<file path="src/rtl/pwm_steer_params.svh">
// register offsets, field positions, reset values for the pwm output steering block
// assumes a 32-bit apb slave with byte addresses in paddr
`ifndef PWM_STEER_PARAMS_SVH
`define PWM_STEER_PARAMS_SVH

`define ADDR_W              8
`define OFF_CCP_CONTROL     8'h00
`define OFF_STEERING        8'h04
`define OFF_STEER_STATUS    8'h08

`define CCP_CONTROL_RESET   8'h00
`define STEERING_RESET      5'h01
`define STEER_EN_RESET      4'h1
`define STEER_SYNC_BIT      4
`define STEER_EN_LSB        0

`define MODE_PWM_HI         2'h3
`define CFG_SINGLE          2'h0
`define CFG_FULL_FWD        2'h1
`define CFG_HALF            2'h2
`define CFG_FULL_REV        2'h3

`endif

</file>
<file path="src/rtl/pwm_steer_pkg.sv">
// types shared by the pwm output steering block
// assumes pwm_steer_params.svh supplies the numeric constants
package pwm_steer_pkg;

	// control register: output config, duty low bits, unit mode
	typedef struct packed {
		logic [1:0] output_config_field;
		logic [1:0] duty_low_bits_field;
		logic [3:0] unit_mode_field;
	} ccp_ctrl_t;

	// steering register: sync select plus enables d..a
	typedef struct packed {
		logic       steer_sync_select;
		logic [3:0] steer_enable;
	} steer_ctrl_t;

	// per-pin drive kinds before polarity is applied
	typedef enum logic [1:0] {
		DRIVE_PORT = 2'b00,
		DRIVE_MOD  = 2'b01,
		DRIVE_ACT  = 2'b10,
		DRIVE_INACT = 2'b11
	} drive_kind_t;

endpackage : pwm_steer_pkg

</file>
<file path="src/rtl/pwm_output_steering.sv">
// pwm output steering stage: routes the modulated pwm onto four output pins
// assumes timebase, dead-band and shutdown logic share pclk; registers over apb
`include "pwm_steer_params.svh"
`timescale 1ns/1ps
`default_nettype none

module pwm_output_steering
	import pwm_steer_pkg::*;
(
	input  wire logic               pclk,
	input  wire logic               presetn,
	input  wire logic               ce,
	input  wire logic               psel,
	input  wire logic               penable,
	input  wire logic               pwrite,
	input  wire logic [`ADDR_W-1:0] paddr,
	input  wire logic [31:0]        pwdata,
	output logic [31:0]             prdata,
	output logic                    pready,
	output logic                    pslverr,
	input  wire logic               pwm_mod,
	input  wire logic               pwm_dead_a,
	input  wire logic               pwm_dead_b,
	input  wire logic               period_start,
	input  wire logic               shutdown_active,
	input  wire logic [3:0]         port_data,
	output logic                    pwm_out_a,
	output logic                    pwm_out_b,
	output logic                    pwm_out_c,
	output logic                    pwm_out_d,
	output logic [3:0]              pin_pwm_owned
);

	ccp_ctrl_t   ccp_control_reg_q;
	steer_ctrl_t steering_control_reg_q;
	logic [3:0]  steer_active_q;
	logic [3:0]  steer_pending_q;
	logic        pending_valid_q;
	logic [3:0]  pins_q;
	logic [3:0]  owned_q;

	logic        access;
	logic        wr_ccp;
	logic        wr_steer;
	logic        pwm_mode;
	logic        steering_mode;
	logic        pol_ac_low;
	logic        pol_bd_low;
	logic [3:0]  pins_d;
	logic [3:0]  owned_d;
	drive_kind_t kind [4];

	// address decode, used by both read and write paths
	function automatic logic [1:0] reg_sel(input logic [`ADDR_W-1:0] a);
		if (a == `OFF_CCP_CONTROL) begin
			reg_sel = 2'h1;
		end else if (a == `OFF_STEERING) begin
			reg_sel = 2'h2;
		end else if (a == `OFF_STEER_STATUS) begin
			reg_sel = 2'h3;
		end else begin
			reg_sel = 2'h0;
		end
	endfunction : reg_sel

	// slave answers in the first access cycle unless the block is frozen
	assign pready   = ce;
	assign access   = psel && penable && ce;
	assign pslverr  = psel && penable && (reg_sel(paddr) == 2'h0);
	assign wr_ccp   = access && pwrite && (reg_sel(paddr) == 2'h1);
	assign wr_steer = access && pwrite && (reg_sel(paddr) == 2'h2);

	// read data registered so prdata is a flop output; valid in the access cycle
	always_ff @(posedge pclk or negedge presetn) begin
		if (!presetn) begin
			prdata <= 32'h0000_0000;
		end else if (ce && psel && !penable && !pwrite) begin
			case (reg_sel(paddr))
				2'h1:    prdata <= {24'h00_0000, ccp_control_reg_q};
				2'h2:    prdata <= {27'h000_0000, steering_control_reg_q};
				2'h3:    prdata <= {23'h00_0000, pending_valid_q, steer_pending_q, steer_active_q};
				default: prdata <= 32'h0000_0000;
			endcase
		end
	end

	// control register
	always_ff @(posedge pclk or negedge presetn) begin
		if (!presetn) begin
			ccp_control_reg_q <= `CCP_CONTROL_RESET;
		end else if (wr_ccp) begin
			ccp_control_reg_q <= pwdata[7:0];
		end
	end

	// steering register as software sees it
	always_ff @(posedge pclk or negedge presetn) begin
		if (!presetn) begin
			steering_control_reg_q <= `STEERING_RESET;
		end else if (wr_steer) begin
			steering_control_reg_q <= pwdata[4:0];
		end
	end

	// active enables: immediate on unsynced write, else at period start
	// an immediate write may cut a pulse short; that is the point of it
	always_ff @(posedge pclk or negedge presetn) begin
		if (!presetn) begin
			steer_active_q <= `STEER_EN_RESET;
		end else if (ce) begin
			if (wr_steer && !pwdata[`STEER_SYNC_BIT]) begin
				steer_active_q <= pwdata[3:0];
			end else if (period_start && pending_valid_q) begin
				steer_active_q <= steer_pending_q;
			end
		end
	end

	// pending holder; a synced write in the rollover cycle waits for the next one
	always_ff @(posedge pclk or negedge presetn) begin
		if (!presetn) begin
			steer_pending_q <= `STEER_EN_RESET;
			pending_valid_q <= 1'b0;
		end else if (ce) begin
			if (wr_steer && pwdata[`STEER_SYNC_BIT]) begin
				steer_pending_q <= pwdata[3:0];
				pending_valid_q <= 1'b1;
			end else if (wr_steer) begin
				steer_pending_q <= pwdata[3:0];
				pending_valid_q <= 1'b0;
			end else if (period_start) begin
				pending_valid_q <= 1'b0;
			end
		end
	end

	// mode decode; polarity bits: bit1 for a/c, bit0 for b/d active-low
	assign pwm_mode      = (ccp_control_reg_q.unit_mode_field[3:2] == `MODE_PWM_HI);
	assign steering_mode = pwm_mode && (ccp_control_reg_q.output_config_field == `CFG_SINGLE);
	assign pol_ac_low    = ccp_control_reg_q.unit_mode_field[1];
	assign pol_bd_low    = ccp_control_reg_q.unit_mode_field[0];

	// per-pin drive kind from output configuration
	always_comb begin
		kind[0] = DRIVE_PORT;
		kind[1] = DRIVE_PORT;
		kind[2] = DRIVE_PORT;
		kind[3] = DRIVE_PORT;
		if (pwm_mode) begin
			case (ccp_control_reg_q.output_config_field)
				`CFG_SINGLE: begin
					for (int i = 0; i < 4; i++) begin
						// reset enables leave only a modulated
						kind[i] = steer_active_q[i] ? DRIVE_MOD : DRIVE_PORT;
					end
				end
				`CFG_FULL_FWD: begin
					kind[0] = DRIVE_ACT;
					kind[1] = DRIVE_INACT;
					kind[2] = DRIVE_INACT;
					kind[3] = DRIVE_MOD;
				end
				`CFG_HALF: begin
					kind[0] = DRIVE_MOD;
					kind[1] = DRIVE_MOD;
				end
				default: begin
					kind[0] = DRIVE_INACT;
					kind[1] = DRIVE_MOD;
					kind[2] = DRIVE_ACT;
					kind[3] = DRIVE_INACT;
				end
			endcase
		end
	end

	// pin values; shutdown forces owned pins inactive, port pins untouched
	generate
		for (genvar g = 0; g < 4; g++) begin : g_pin
			logic raw;
			logic pol;
			logic src;
			assign pol = (g == 0 || g == 2) ? pol_ac_low : pol_bd_low;
			// half bridge takes the dead-band pair instead of the plain signal
			assign src = (pwm_mode && ccp_control_reg_q.output_config_field == `CFG_HALF)
				? ((g == 0) ? pwm_dead_a : pwm_dead_b) : pwm_mod;
			always_comb begin
				raw = 1'b0;
				case (kind[g])
					DRIVE_MOD: raw = src;
					DRIVE_ACT: raw = 1'b1;
					default:   raw = 1'b0;
				endcase
			end
			assign owned_d[g] = (kind[g] != DRIVE_PORT);
			assign pins_d[g]  = !owned_d[g] ? port_data[g] :
				(shutdown_active ? pol : (raw ^ pol));
		end
	endgenerate

	// registered pin drive, one cycle behind the sources
	always_ff @(posedge pclk or negedge presetn) begin
		if (!presetn) begin
			pins_q  <= 4'h0;
			owned_q <= 4'h0;
		end else if (ce) begin
			pins_q  <= pins_d;
			owned_q <= owned_d;
		end
	end

	assign pwm_out_a     = pins_q[0];
	assign pwm_out_b     = pins_q[1];
	assign pwm_out_c     = pins_q[2];
	assign pwm_out_d     = pins_q[3];
	assign pin_pwm_owned = owned_q;

	// unsynced write lands in the active enables at the next edge
	property p_immediate_steer;
		@(posedge pclk) disable iff (!presetn)
		(wr_steer && !pwdata[`STEER_SYNC_BIT]) |=> (steer_active_q == $past(pwdata[3:0]));
	endproperty
	a_immediate_steer: assert property (p_immediate_steer)
		else $error("unsynced steering write not applied");

	// synced write leaves active enables alone until a period start
	property p_synced_hold;
		@(posedge pclk) disable iff (!presetn)
		(wr_steer && pwdata[`STEER_SYNC_BIT] && !period_start) |=> $stable(steer_active_q);
	endproperty
	a_synced_hold: assert property (p_synced_hold)
		else $error("synced steering applied before period start");

	// pending enables copied in at rollover
	property p_pending_copy;
		@(posedge pclk) disable iff (!presetn)
		(ce && period_start && pending_valid_q && !wr_steer)
			|=> (steer_active_q == $past(steer_pending_q)) && !pending_valid_q;
	endproperty
	a_pending_copy: assert property (p_pending_copy)
		else $error("pending steering not copied at rollover");

	// single output, only a enabled: b c d follow port data
	property p_single_a;
		@(posedge pclk) disable iff (!presetn)
		(ce && steering_mode && steer_active_q == 4'h1)
			|=> (pin_pwm_owned == 4'h1) && ({pwm_out_d, pwm_out_c, pwm_out_b} == $past(port_data[3:1]));
	endproperty
	a_single_a: assert property (p_single_a)
		else $error("single output drove a port pin");

	// forward full bridge pattern
	property p_forward;
		@(posedge pclk) disable iff (!presetn)
		(ce && pwm_mode && ccp_control_reg_q.output_config_field == `CFG_FULL_FWD && !shutdown_active)
			|=> (pwm_out_d == ($past(pwm_mod) ^ $past(pol_bd_low))) && (pwm_out_a == !$past(pol_ac_low))
				&& (pwm_out_b == $past(pol_bd_low)) && (pwm_out_c == $past(pol_ac_low));
	endproperty
	a_forward: assert property (p_forward)
		else $error("forward bridge pattern wrong");

	// half bridge uses the dead-band pair, c and d stay port pins
	property p_half;
		@(posedge pclk) disable iff (!presetn)
		(ce && pwm_mode && ccp_control_reg_q.output_config_field == `CFG_HALF && !shutdown_active)
			|=> (pwm_out_a == ($past(pwm_dead_a) ^ $past(pol_ac_low)))
				&& (pwm_out_b == ($past(pwm_dead_b) ^ $past(pol_bd_low))) && (pin_pwm_owned == 4'h3);
	endproperty
	a_half: assert property (p_half)
		else $error("half bridge pattern wrong");

	// reverse full bridge pattern
	property p_reverse;
		@(posedge pclk) disable iff (!presetn)
		(ce && pwm_mode && ccp_control_reg_q.output_config_field == `CFG_FULL_REV && !shutdown_active)
			|=> (pwm_out_b == ($past(pwm_mod) ^ $past(pol_bd_low))) && (pwm_out_c == !$past(pol_ac_low))
				&& (pwm_out_a == $past(pol_ac_low)) && (pwm_out_d == $past(pol_bd_low));
	endproperty
	a_reverse: assert property (p_reverse)
		else $error("reverse bridge pattern wrong");

	// steered pin carries pwm with polarity from the low mode bits
	property p_steer_polarity;
		@(posedge pclk) disable iff (!presetn)
		(ce && steering_mode && steer_active_q[2] && !shutdown_active)
			|=> pwm_out_c == ($past(pwm_mod) ^ $past(pol_ac_low));
	endproperty
	a_steer_polarity: assert property (p_steer_polarity)
		else $error("steered pin polarity wrong");

	// shutdown leaves unsteered pins on port data
	property p_shutdown_scope;
		@(posedge pclk) disable iff (!presetn)
		(ce && shutdown_active && steering_mode && !steer_active_q[1])
			|=> pwm_out_b == $past(port_data[1]);
	endproperty
	a_shutdown_scope: assert property (p_shutdown_scope)
		else $error("shutdown touched an unsteered pin");

endmodule : pwm_output_steering

`default_nettype wire

</file>
<file path="config.mk">
export PLATFORM = sky130hd
export DESIGN_NAME = pwm_output_steering
export DESIGN_NICKNAME = d
export VERILOG_FILES = /design/src/rtl/pwm_steer_pkg.sv /design/src/rtl/pwm_output_steering.sv
export VERILOG_INCLUDE_DIRS = /design/src /design/src/rtl
export SDC_FILE = /design/constraint.sdc
export NUM_CORES = 1
export LEC_CHECK = 0
export BUFFER_PORTS_ARGS = -buffer_cell sky130_fd_sc_hd__buf_2
export CAP_MARGIN = 20
export CORE_ASPECT_RATIO = 0.7
export CORE_MARGIN = 2
export CORE_UTILIZATION = 50
export DETAILED_ROUTE_END_ITERATION = 7
export PLACE_DENSITY = 0.88
export SYNTH_ARGS = -nofsm -noshare
export SYNTH_HDL_FRONTEND = slang
export SYNTH_SLANG_ARGS = --single-unit
</file>
<file path="constraint.sdc">
create_clock -name pclk -period 4 [get_ports pclk]
set_clock_uncertainty 0.05 [all_clocks]
set_input_delay 0.2 -clock pclk [delete_from_list [all_inputs] [get_ports pclk]]
set_output_delay 0.2 -clock pclk [all_outputs]
set_load 0.03 [all_outputs]
</file>
-- Word-level counts from Yosys, hierarchy flattened
Index checks and enable logic that the tools add are counted.
- register bits: 62
- latch bits: 0
- memory bits (writable): 0
- memory bits (read-only): 0
- input port bits: 55
- output and inout port bits: 42
- logic and storage cells: 95
- memories: 0
- add/subtract/negate cells: 0
- multipliers: 0
- divide/modulo/power cells: 0
- magnitude comparators: 0
- equal/unequal tests: 18
- shift operators: 0
- mux-type cells: 33
- bitwise logic cells: 4
- reductions and logical operators: 29
- operator list (kind ; number):
    case mux 9 bit (3 select lines) ; 1
    case mux 4 bit (3 select lines) ; 2
    equality test 2 bit (second input constant) ; 9
    two-way mux 1 bit ; 17
    two-way mux 4 bit ; 4
    equality test 2 x 1 -> 1 bit (second input constant) ; 7
    logical AND 1 bit ; 13
    nonzero test 2 bit ; 6
    equality test 8 x 3 -> 1 bit (second input constant) ; 1
    equality test 8 x 4 -> 1 bit (second input constant) ; 1
    logical NOT 8 bit ; 1
    two-way mux 2 bit ; 4
    two-way mux 8 bit ; 1
    case mux 1 bit (2 select lines) ; 4
    AND reduction 2 bit ; 3
    logical NOT 2 bit ; 2
    bitwise XOR 1 bit ; 4
    logical NOT 1 bit ; 3
    nonzero test 3 bit ; 1

-- Logic depth before layout (Yosys ltp)
Gate-level depths: netlist (run 1).
- depth in word-level cells: 9
- depth in mapped cells: 11
- gate-level depth less buffers: 11

-- Worst setup path before layout (run 1)
OpenSTA, ideal clock, no wires.
- kind: register to register
- from: register ccp_control_reg_q[6] in the netlist's numbering
- to: register pins_q[0]
- library setup time: 69 ps
- data arrival time: 2081 ps
- required time: 3881 ps
- path slack: 1800 ps
- stages on the path, launching flop included: 9
- buffers on the path: 0
- period minus slack after synthesis: 2200 ps
- cell sequence: dfrtp_1 ha_1 o21ai_0 inv_1 ha_1 a41o_1 a21oi_1 mux2_2 nand3_1
- word-level cells in the longest chain between the ends: 8
- elaborated cells between the ends (all ways): 14
- classes of those cells: eq/ne: 4; mux: 6; bitwise: 1; reduce/logical: 3
- RTL lines (what ; RTL line ; text):
    from (decl) ; pwm_output_steering.sv:34 ; ccp_ctrl_t ccp_control_reg_q;
    from (signal assigned) ; pwm_output_steering.sv:90 ; ccp_control_reg_q <= `CCP_CONTROL_RESET;
    from (signal assigned) ; pwm_output_steering.sv:92 ; ccp_control_reg_q <= pwdata[7:0];
    equality test 2 bit, or another cell as far along ; pwm_output_steering.sv:150 ; case (ccp_control_reg_q.output_config_field)
    case mux 4 bit (3 select lines) ; pwm_output_steering.sv:150 ;
    two-way mux 8 bit ; pwm_output_steering.sv:149 ; if (pwm_mode) begin
    equality test 2 bit / equality test 2 x 1 -> 1 bit (equally long branches) ; pwm_output_steering.sv:189 ; case (kind[g])
    case mux 1 bit (2 select lines) ; pwm_output_steering.sv:189 ;
    bitwise XOR 1 bit ; pwm_output_steering.sv:197 ; (shutdown_active ? pol : (raw ^ pol));
    two-way mux 1 bit ; pwm_output_steering.sv:197 ;
    two-way mux 1 bit * ; pwm_output_steering.sv:196 ; assign pins_d[g] = !owned_d[g] ? port_data[g] :
    to (signal assigned) ; pwm_output_steering.sv:207 ; pins_q <= pins_d;
    to (decl) ; pwm_output_steering.sv:39 ; logic [3:0] pins_q;
Mark *: on every way between the ends. The rest lies on a longest branch, timed or not.
A chain may end at the register's enable or synchronous reset.

-- Worst setup path in the final report (run 1)
- from: register ccp_control_reg_q[7] in the netlist's numbering
- to: register pins_q[0]
The elaborated chain is that of the path after synthesis.

==> reports/qor.yml, run 1 <==
grt:
  grt_pass1_vias: 1865
  track_usage: 0.202
  grt_pass1_wl_um: 8800
  grt_overflow: 0
  antenna_found_initial: 0
  grt_start_max_net_pins: 40
run:
  cap_violations: 0
layout:
  multi_input_area_sq_um: 1380
  final_cell_area_sq_um: 2850
  drive_gt1_frac: 0.284
  num_antenna_cells: 0
  regArea_sq_um: 980
  syn_to_final_growth_pct: 12.2
  nets: 369
  fin_cells: 368
  fin_util: 0.590
  fillCellCount: 442
synth:
  synthAdderAreaFrac: 0.0788
  synth_top_area_cell: "dfrtp_1"
  yosys_warnings: 0
  synthSimpleGateAreaFrac: 0.152
  yosysMostFrequentCell: "dfrtp_1"
  synth_top_area_frac: 0.355
  synth_edf_count: 0
  avgSynthCellArea_sq_um: 10.2
  synth_mux_area_frac: 0.168
  ys_seq_area_frac: 0.386
  synth_top_family_by_area: "multiplexers"
  ys_ff_latch: 39
  synth_cells: 250
  synth_xor_area_frac: 0
  synth_compound_area_frac: 0.112
  ys_types: 37
  async_reset_ff_frac: 1.00
  synthFlopType: "dfrtp_1"
  synth.top_cells.by_area: "dfrtp_1 (35%), ha_1 (7.9%), buf_4 (7.1%)"
  synthTopCellsByCount: "dfrtp_1 (36), buf_4 (24), nand2_1 (19)"
  syn_area_sq_um: 2540
floorplanning:
  row_count: 21
  initial_core_util: 0.525
  core_sq_um: 4830
  die-height_um: 63.6
  pin_count: 97
  die_area_sq_um: 5670
  die_w_um: 89.2
worst_hold_path:
  min-delay-path-class: "in -> reg"
outcome:
  status: "complete, no violations"
place:
  hpwl_um: 4040
  place.port_buffers: 49
  pre_cts_slack_ns: 1.38
  placed_cells: 359
  gp_congestion: 0.859
  placed_area_sq_um: 2740
timing:
  hold_viol: 0
  tns_ns: 0
  min_period_ns: 2.71
  rsz0062_at_grt: "false"
  timing.slew.headroom: 0.428
  timing.final.ws_setup_ns: 1.29
  setup_viol_count_final: 0
  tightest_slew_ns: 0.857
  drv_slew: 0
  max_freq_mhz: 369
  fin_crit_sh: 0.677
  whs_ns: 0.0922
routing:
  wire_per_inst_um: 14.6
  drtIter0Drc: 143
  avgViaCountPerCell: 5.25
  drcViolationCount: 0
  drt-pass1-iter-count: 4
  drtAntennaViolNets: 0
  vias: 1931
  wl_um: 5360
critical_path:
  crit_chain: "inv_1 -> ha_1 -> o21ai_0 -> inv_1 -> ha_1 -> a41o_1 -> a21oi_1 -> mux2_2 -> nand3_1"
  start_kind: "flop"
  criticalPathCategory: "reg -> reg"
  worstPathArrival_ns: 2.88
  crit_fanout: 6
  crit_family: "compound AO/OA/AOI/OAI gates"
  slowest_stage: "o21ai_0"
  max_stage_delay_ns: 0.58
  cp-end-kind: "flop"
  cp_num_buf_inv: 2
  required_ns: 4.17
clock_tree:
  cts_buffers: 5
  clk-insertion-delay-late_ns: 0.29
  cts_buffer_depth: 2
  cts_htree_levels: 2
  ctsRootBufferMaster: "clkbuf_8"
  cts_tree: "yes"
  cts.sinks: 39
  clk_pin_slew_worst_paths_ns: 0.07
  cts.repair.resized: 0
pwr:
  p_leak_nw: 1.49
  ir_drop_v: 0.000122
  power_mw: 0.793
  p_per_area_nw_per_um2: 278
==> layout by cell type (no fill, tap or decap), drive strengths merged, types with 5 or more instances in the layout <==
master and count:
buf 49, dfrtp 36, o21ai 7, nor2 14, ha 16, mux2 21
nand2 19, o31ai 9, nand3 12, inv 12, clkbuf 8, a21o 5
and3 5, a21oi 10, and2 5, conb 23, nor2b 6, mux2i 16
==> where the power goes <==
group	total [mW]	switching [mW]	leakage, nW	internal [mW]
logic	0.0998	0.0736	0.916	0.0263
registers	0.404	0.00390	0.527	0.400
clock network	0.289	0.132	0.0515	0.157
==> registers in the layout (all words and copies together) (netlist names) <==
| signal | flops |
|---|---|
| ccp_control_reg_q | 8 |
| pending_valid_q | 1 |
| pin_pwm_owned | 4 |
| pins_q | 4 |
| prdata | 9 |
| steer_active_q | 4 |
| steer_pending_q | 4 |
| steering_control_reg_q | 5 |
==> cell families (layout without fill, tap and decap cells) <==
| family | after synthesis | after routing |
|---|---|---|
| buffers and inverters | 43 | 70 |
| flip-flops | 39 | 39 |
| AO/OA/AOI/OAI | 42 | 42 |
| AND/OR/NAND/NOR | 72 | 72 |
| adder cells (fa/ha/maj) | 16 | 16 |
| multiplexers | 37 | 37 |
| other | 1 | 23 |
==> routing by layer <==
layer | part of all wire | vias up | global-route usage | wire, um
li1 | - | 937 | - | -
met1 | 0.47 | 911 | 0.282 | 2510
met2 | 0.45 | 79 | 0.304 | 2420
met3 | 0.073 | 4 | 0.0511 | 391
met4 | 0.0071 | 0 | 0.0653 | 38
met5 | 0 | - | 0 | 0
==> area by class of cell <==
type | count | area share
tap | 69 | 0.0303
sequential | 39 | 0.344
inverter | 12 | 0.0158
timing repair buffer | 50 | 0.0896
clock buffer | 8 | 0.0351
multi-input combinational | 190 | 0.486
==> repair_timing <==
item / 4_1_cts / 5_1_grt
hold buffers: 1 / 0
setup buffers: 0 / 0
endpoints found under the hold margin: 7 / 0
==> final timing paths <==
| check | from | to | slack (ns) | cells after the start |
|---|---|---|---|---|
| min in group asynchronous | presetn | pins_q[3]$_DFFE_PN0P_ | 0.50 | 2 |
| worst min-delay path | pwdata[6] | ccp_control_reg_q[6]$_DFFE_PN0P_ | 0.09 | 2 |
| worst max-delay path | ccp_control_reg_q[7]$_DFFE_PN0P_ | pins_q[0]$_DFFE_PN0P_ | 1.29 | 9 |
| worst min register to register | pin_pwm_owned[3]$_DFFE_PN0P_ | pin_pwm_owned[3]$_DFFE_PN0P_ | 0.42 | 1 |
| max in group asynchronous | presetn | steer_active_q[1]$_DFFE_PN0P_ | 2.84 | 2 |
| worst max register to register | ccp_control_reg_q[7]$_DFFE_PN0P_ | pins_q[0]$_DFFE_PN0P_ | 1.29 | 9 |
Power figures use the tool's default switching activity.
==> run 2, diff against run 1 <==
- CORE_UTILIZATION: 50 -> 49
- PLACE_DENSITY: 0.88 -> 0.87
- clock period: 4 -> 2.6 ns (I/O delays scaled with it)
==> reports/qor.yml, run 2 (synthesized netlist as in run 1, its figures left out) <==
critical_path:
  start_kind: "flop"
  worstPathArrival_ns: 2.51  # -0.37 ns
  crit_fanout: 5  # -1
  rrSetupSlack_ns: 0.26  # -1.03 ns
  required_ns: 2.77  # -1.40 ns
  criticalPathCategory: "reg -> reg"
  cp-end-kind: "flop"
clock_tree:
  cts_tree: "yes"
  clk-insertion-delay-late_ns: 0.28  # about the same
  cts.repair.resized: 0  # unchanged
  ctsRootBufferMaster: "clkbuf_8"
  clk_pin_slew_worst_paths_ns: 0.07  # about the same
  cts_buffers: 5  # unchanged
  cts.sinks: 39  # unchanged
  cts_htree_levels: 2  # unchanged
  cts_buffer_depth: 2  # unchanged
place:
  hpwl_um: 4100  # +1.6%
  gp_congestion: 0.864  # +0.57%
  place.port_buffers: 49  # unchanged
  placed_cells: 361  # +0.56%
routing:
  wire_per_inst_um: 14.5  # -0.76%
  drt-pass1-iter-count: 4  # unchanged
  avgViaCountPerCell: 5.16  # -1.7%
  vias: 1908  # -1.2%
  wl_um: 5350  # -0.22%
  drcViolationCount: 0  # unchanged
  drtIter0Drc: 81  # -43%
  drtAntennaViolNets: 0  # unchanged
floorplanning:
  row_count: 21  # unchanged
  die_w_um: 90.1  # +0.97%
  die-height_um: 64.2  # +0.95%
  pin_count: 97  # unchanged
  initial_core_util: 0.520  # -0.00565
  core_sq_um: 4890  # +1.1%
  die_area_sq_um: 5780  # +1.9%
grt:
  grt_start_max_net_pins: 40  # unchanged
  antenna_found_initial: 0  # unchanged
  grt_overflow: 0  # unchanged
  grt_pass1_vias: 1800  # -3.5%
  track_usage: 0.193  # -0.00880
  grt_pass1_wl_um: 8790  # -0.16%
timing:
  max_freq_mhz: 427  # +16%
  drv_slew: 0  # unchanged
  whs_ns: 0.0222  # -0.0700 ns
  min_period_ns: 2.34  # -0.366 ns
  setup_viol_count_final: 0  # unchanged
  tns_ns: 0  # unchanged
  rsz0062_at_grt: "false"
  fin_crit_sh: 0.901  # +0.224
  hold_viol: 0  # unchanged
  tightest_slew_ns: 0.862  # +0.00491 ns
  timing.slew.headroom: 0.425  # -0.00327
layout:
  largest_reg_flops: 9  # unchanged
  largestRegisters: "prdata (9), ccp_control_reg_q (8), steering_control_reg_q (5)"
  nets: 371  # +0.54%
  regArea_sq_um: 980  # unchanged
  final_cell_mix: "buf_2 (49), dfrtp_1 (36), conb_1 (23)"
  fillCellCount: 434  # -1.8%
  final_common_cell: "buf_2"
  num_antenna_cells: 0  # unchanged
  multi_input_area_sq_um: 1380  # unchanged
  regMostFlops: "prdata"
  fin_cells: 370  # +0.54%
  syn_to_final_growth_pct: 12.1
  fin_util: 0.582  # -0.00711
  drive_gt1_frac: 0.286  # +0.00143
pwr:
  p_seq_frac: 0.534  # +0.025
  ir_drop_v: 0.000223  # +83%
  pwr-share-comb: 0.132  # +0.006
  p_int_mw: 0.844  # +45%
  p_sw_frac: 0.274  # +0.0103
  p_clk_frac: 0.334  # -0.031
  power_mw: 1.16  # +47%
  power.switching_mw: 0.319  # +52%
  p_per_area_nw_per_um2: 408  # +47%
  p_leak_nw: 1.49  # about the same
run:
  cap_violations: 0  # unchanged
worst_hold_path:
  min-delay-path-class: "in -> reg"
outcome:
  status: "complete, no violations"
[run 2: cell count changes in the layout (fill, tap and decap cells not counted), sizes merged]
cell and delta:
buf +2, clkbuf -1, clkinv +1
[run 2: critical path, stage by stage (launching register included)]
cell     delay, ns
dfrtp_1       0.44
inv_1         0.15
ha_1          0.23
a211o_1       0.14
and2_1        0.15
inv_1         0.07
ha_1          0.24
a41o_1        0.22
a21oi_1       0.16
mux2_2        0.35
nand3_1       0.08
[run 2: final timing paths]
kind / startpoint / depth (start not counted) / end
worst max-delay path: ccp_control_reg_q[6]$_DFFE_PN0P_ / 10 / pins_q[0]$_DFFE_PN0P_
worst min-delay path: pwdata[7] / 2 / ccp_control_reg_q[7]$_DFFE_PN0P_
worst max register to register: ccp_control_reg_q[6]$_DFFE_PN0P_ / 10 / pins_q[0]$_DFFE_PN0P_
worst min register to register: pin_pwm_owned[0]$_DFFE_PN0P_ / 1 / pin_pwm_owned[0]$_DFFE_PN0P_
max in group asynchronous: presetn / 2 / steer_pending_q[1]$_DFFE_PN0P_
min in group asynchronous: presetn / 2 / pin_pwm_owned[3]$_DFFE_PN0P_
[run 2: per-stage QoR]
stage	setup WS, ns	cell area [sq um]
final	0.258	2850
after global routing	0.129	2850
after CTS	0.260	2850
after detailed placement	0.284	2760
after global placement	0.345	2760
after floorplan	0.400	2620
[run 2: power groups by stage]
| stage | Combinational, mW | Clock [mW] | Sequential [mW] |
|---|---|---|---|
| CTS | 0.153 | 0.399 | 0.621 |
| detailed placement | 0.152 | 0 | 0.632 |
| global placement | 0.151 | 0 | 0.632 |
| floorplan | 0.113 | 0 | 0.643 |
| finish | 0.153 | 0.388 | 0.621 |
| global route | 0.166 | 0.427 | 0.622 |
[run 2: metal layers]
metal	routed length, um	vias up	GRT usage
met5	0	-	0
met4	40	0	0.0442
met3	345	6	0.0483
met2	2350	56	0.300
met1	2620	912	0.273
li1	-	934	-
[run 2: area by class of cell]
| class | count | area share |
|---|---|---|
| Tap cell | 69 | 0.0303 |
| Sequential cell | 39 | 0.344 |
| Inverter | 12 | 0.0158 |
| Clock inverter | 1 | 0.00176 |
| Timing Repair Buffer | 52 | 0.0949 |
| Clock buffer | 7 | 0.0268 |
| Multi-Input combinational cell | 190 | 0.486 |
[run 2: repair_timing]
action / in CTS / in global routing
hold buffers: 1 / 0
hold endpoints to repair: 36 / 0
buffers inserted: 0 / 0
==> run 3, diff against run 2 <==
- BUFFER_PORTS_ARGS: -buffer_cell sky130_fd_sc_hd__buf_2 -> unset
- CORE_UTILIZATION: 49 -> 50
- DONT_BUFFER_PORTS: unset -> 1
- PLACE_DENSITY: 0.87 -> 0.72
==> reports/qor.yml, run 3 (synthesized netlist as in run 1, its figures left out) <==
outcome:
  status: "complete, no violations"
pwr:
  ir_drop_v: 0.000270  # +21%
  power_mw: 1.27  # +9.4%
  p_per_area_nw_per_um2: 460  # +13%
  p_leak_nw: 1.35  # -9.5%
layout:
  syn_to_final_growth_pct: 8.97
  largest_reg_flops: 9  # unchanged
  num_antenna_cells: 0  # unchanged
  final_common_cell: "dfrtp_1"
  nets: 334  # -10%
  regMostFlops: "prdata"
  largestRegisters: "prdata (9), ccp_control_reg_q (8), steering_control_reg_q (5)"
  final_cell_mix: "dfrtp_1 (36), conb_1 (23), nand2_1 (19)"
  final_cell_area_sq_um: 2770  # -2.8%
  fin_util: 0.572  # -0.00997
  drive_gt1_frac: 0.152  # -0.134
critical_path:
  max_stage_delay_ns: 0.45  # about the same
  required_ns: 2.78  # about the same
  worstPathArrival_ns: 2.48  # -0.03 ns
  cp-end-kind: "flop"
  slowest_stage: "dfrtp_1"
  start_kind: "flop"
  criticalPathCategory: "reg -> reg"
  crit_chain: "inv_1 -> ha_1 -> a211o_1 -> and2_1 -> inv_1 -> ha_1 -> a41o_1 -> a21oi_1 -> mux2_2 -> nand3_1"
  crit_fanout: 5  # unchanged
clock_tree:
  cts.sinks: 39  # unchanged
  clk_pin_slew_worst_paths_ns: 0.08  # about the same
  cts_buffers: 5  # unchanged
  clk-insertion-delay-late_ns: 0.29  # about the same
  cts_htree_levels: 2  # unchanged
  cts_buffer_depth: 2  # unchanged
  cts_tree: "yes"
  ctsRootBufferMaster: "clkbuf_8"
grt:
  grt_overflow: 0  # unchanged
  grt_pass1_wl_um: 8450  # -3.8%
  grt_start_max_net_pins: 40  # unchanged
  grt_pass1_vias: 1720  # -4.4%
  antenna_found_initial: 0  # unchanged
  track_usage: 0.195  # +0.00258
floorplanning:
  pin_count: 97  # unchanged
  initial_core_util: 0.525  # +0.00565
  row_count: 21  # unchanged
  die_w_um: 89.2  # -0.96%
  core_sq_um: 4830  # -1.1%
  die_area_sq_um: 5670  # -1.9%
  die-height_um: 63.6  # -0.94%
timing:
  rsz0062_at_grt: "false"
  tns_ns: 0  # unchanged
  whs_ns: 0.00879  # -0.0134 ns
  fin_crit_sh: 0.886  # -0.0149
  min_period_ns: 2.30  # -0.0388 ns
  max_freq_mhz: 434  # +1.7%
  hold_viol: 0  # unchanged
  tightest_slew_ns: 0.611  # -0.251 ns
  drv_slew: 0  # unchanged
  setup_viol_count_final: 0  # unchanged
  timing.slew.headroom: 0.591  # +0.166
routing:
  drt-pass1-iter-count: 4  # unchanged
  wire_per_inst_um: 15.6  # +8.0%
  drcViolationCount: 0  # unchanged
  vias: 1768  # -7.3%
  drtAntennaViolNets: 0  # unchanged
  wl_um: 5200  # -2.8%
  drtIter0Drc: 108  # +33%
  avgViaCountPerCell: 5.31  # +3.0%
place:
  gp_congestion: 0.787  # -9.0%
  place.port_buffers: 0  # -100%
  placed_area_sq_um: 2510  # -8.9%
  hpwl_um: 3820  # -6.7%
run:
  cap_violations: 0  # unchanged
worst_hold_path:
  min-delay-path-class: "in -> reg"
==> run 3: routing by layer <==
metal / track usage / wire length, um / vias to the layer above
met2: 0.282 / 2250 / 62
met3: 0.0603 / 419 / 6
met1: 0.284 / 2480 / 839
met5: 0 / 0 / -
li1: - / - / 861
met4: 0.0466 / 59 / 0
==> run 3: final timing paths <==
path	slack [ns]	to	cells after the start	from
hold reg to reg	0.46	steering_control_reg_q[4]$_DFFE_PN0N_	1	steering_control_reg_q[4]$_DFFE_PN0N_
hold / removal	0.009	prdata[8]$_DFFE_PN0P_	2	paddr[2]
min in group asynchronous	0.24	pin_pwm_owned[1]$_DFFE_PN0P_	2	presetn
max in group asynchronous	2.00	steer_pending_q[0]$_DFFE_PN1P_	2	presetn
setup / recovery	0.30	pins_q[0]$_DFFE_PN0P_	10	ccp_control_reg_q[6]$_DFFE_PN0P_
setup reg to reg	0.30	pins_q[0]$_DFFE_PN0P_	10	ccp_control_reg_q[6]$_DFFE_PN0P_
==> run 3: power breakdown <==
group	total, mW	internal (mW)	leakage [nW]	switching (mW)
clock network	0.522	0.310	0.0612	0.212
registers	0.633	0.615	0.527	0.0182
logic	0.116	0.0344	0.764	0.0819
total	1.27	0.960	1.35	0.312
==> run 3: final cells by class <==
type | count | area, sq um
Clock buffer | 6 | 82.6
Clock inverter | 2 | 35.0
Fill cell | 440 | 2070
Inverter | 12 | 45.0
Multi-Input combinational cell | 190 | 1380
Sequential cell | 39 | 980
Tap cell | 69 | 86.3
Timing Repair Buffer | 15 | 155
==> run 3: stage by stage <==
stage / std cells / setup slack (ns)
6_report: 333 / 0.297
5_1_grt: 333 / 0.136
4_1_cts: 333 / 0.304
3_5_place_dp: 312 / 0.327
3_3_place_gp: 312 / 0.332
2_1_floorplan: 272 / 0.400
==> run 3: repair_timing <==
item / in CTS / in global routing
setup buffers: 0 / 0
endpoints found under the setup margin: 0 / 0
hold endpoints to repair: 62 / 0
gates resized for setup: 0 / 0
hold buffers: 13 / 0
==> run 3: worst max-delay path: cells and delay by family, from the launching register on <==
| family | cells | cell delay, ns |
|---|---|---|
| compound gates | 3 | 0.51 |
| flops | 1 | 0.45 |
| fa+ha+maj | 2 | 0.45 |
| mux | 1 | 0.35 |
| simple gates | 2 | 0.23 |
| buf+inv | 2 | 0.21 |
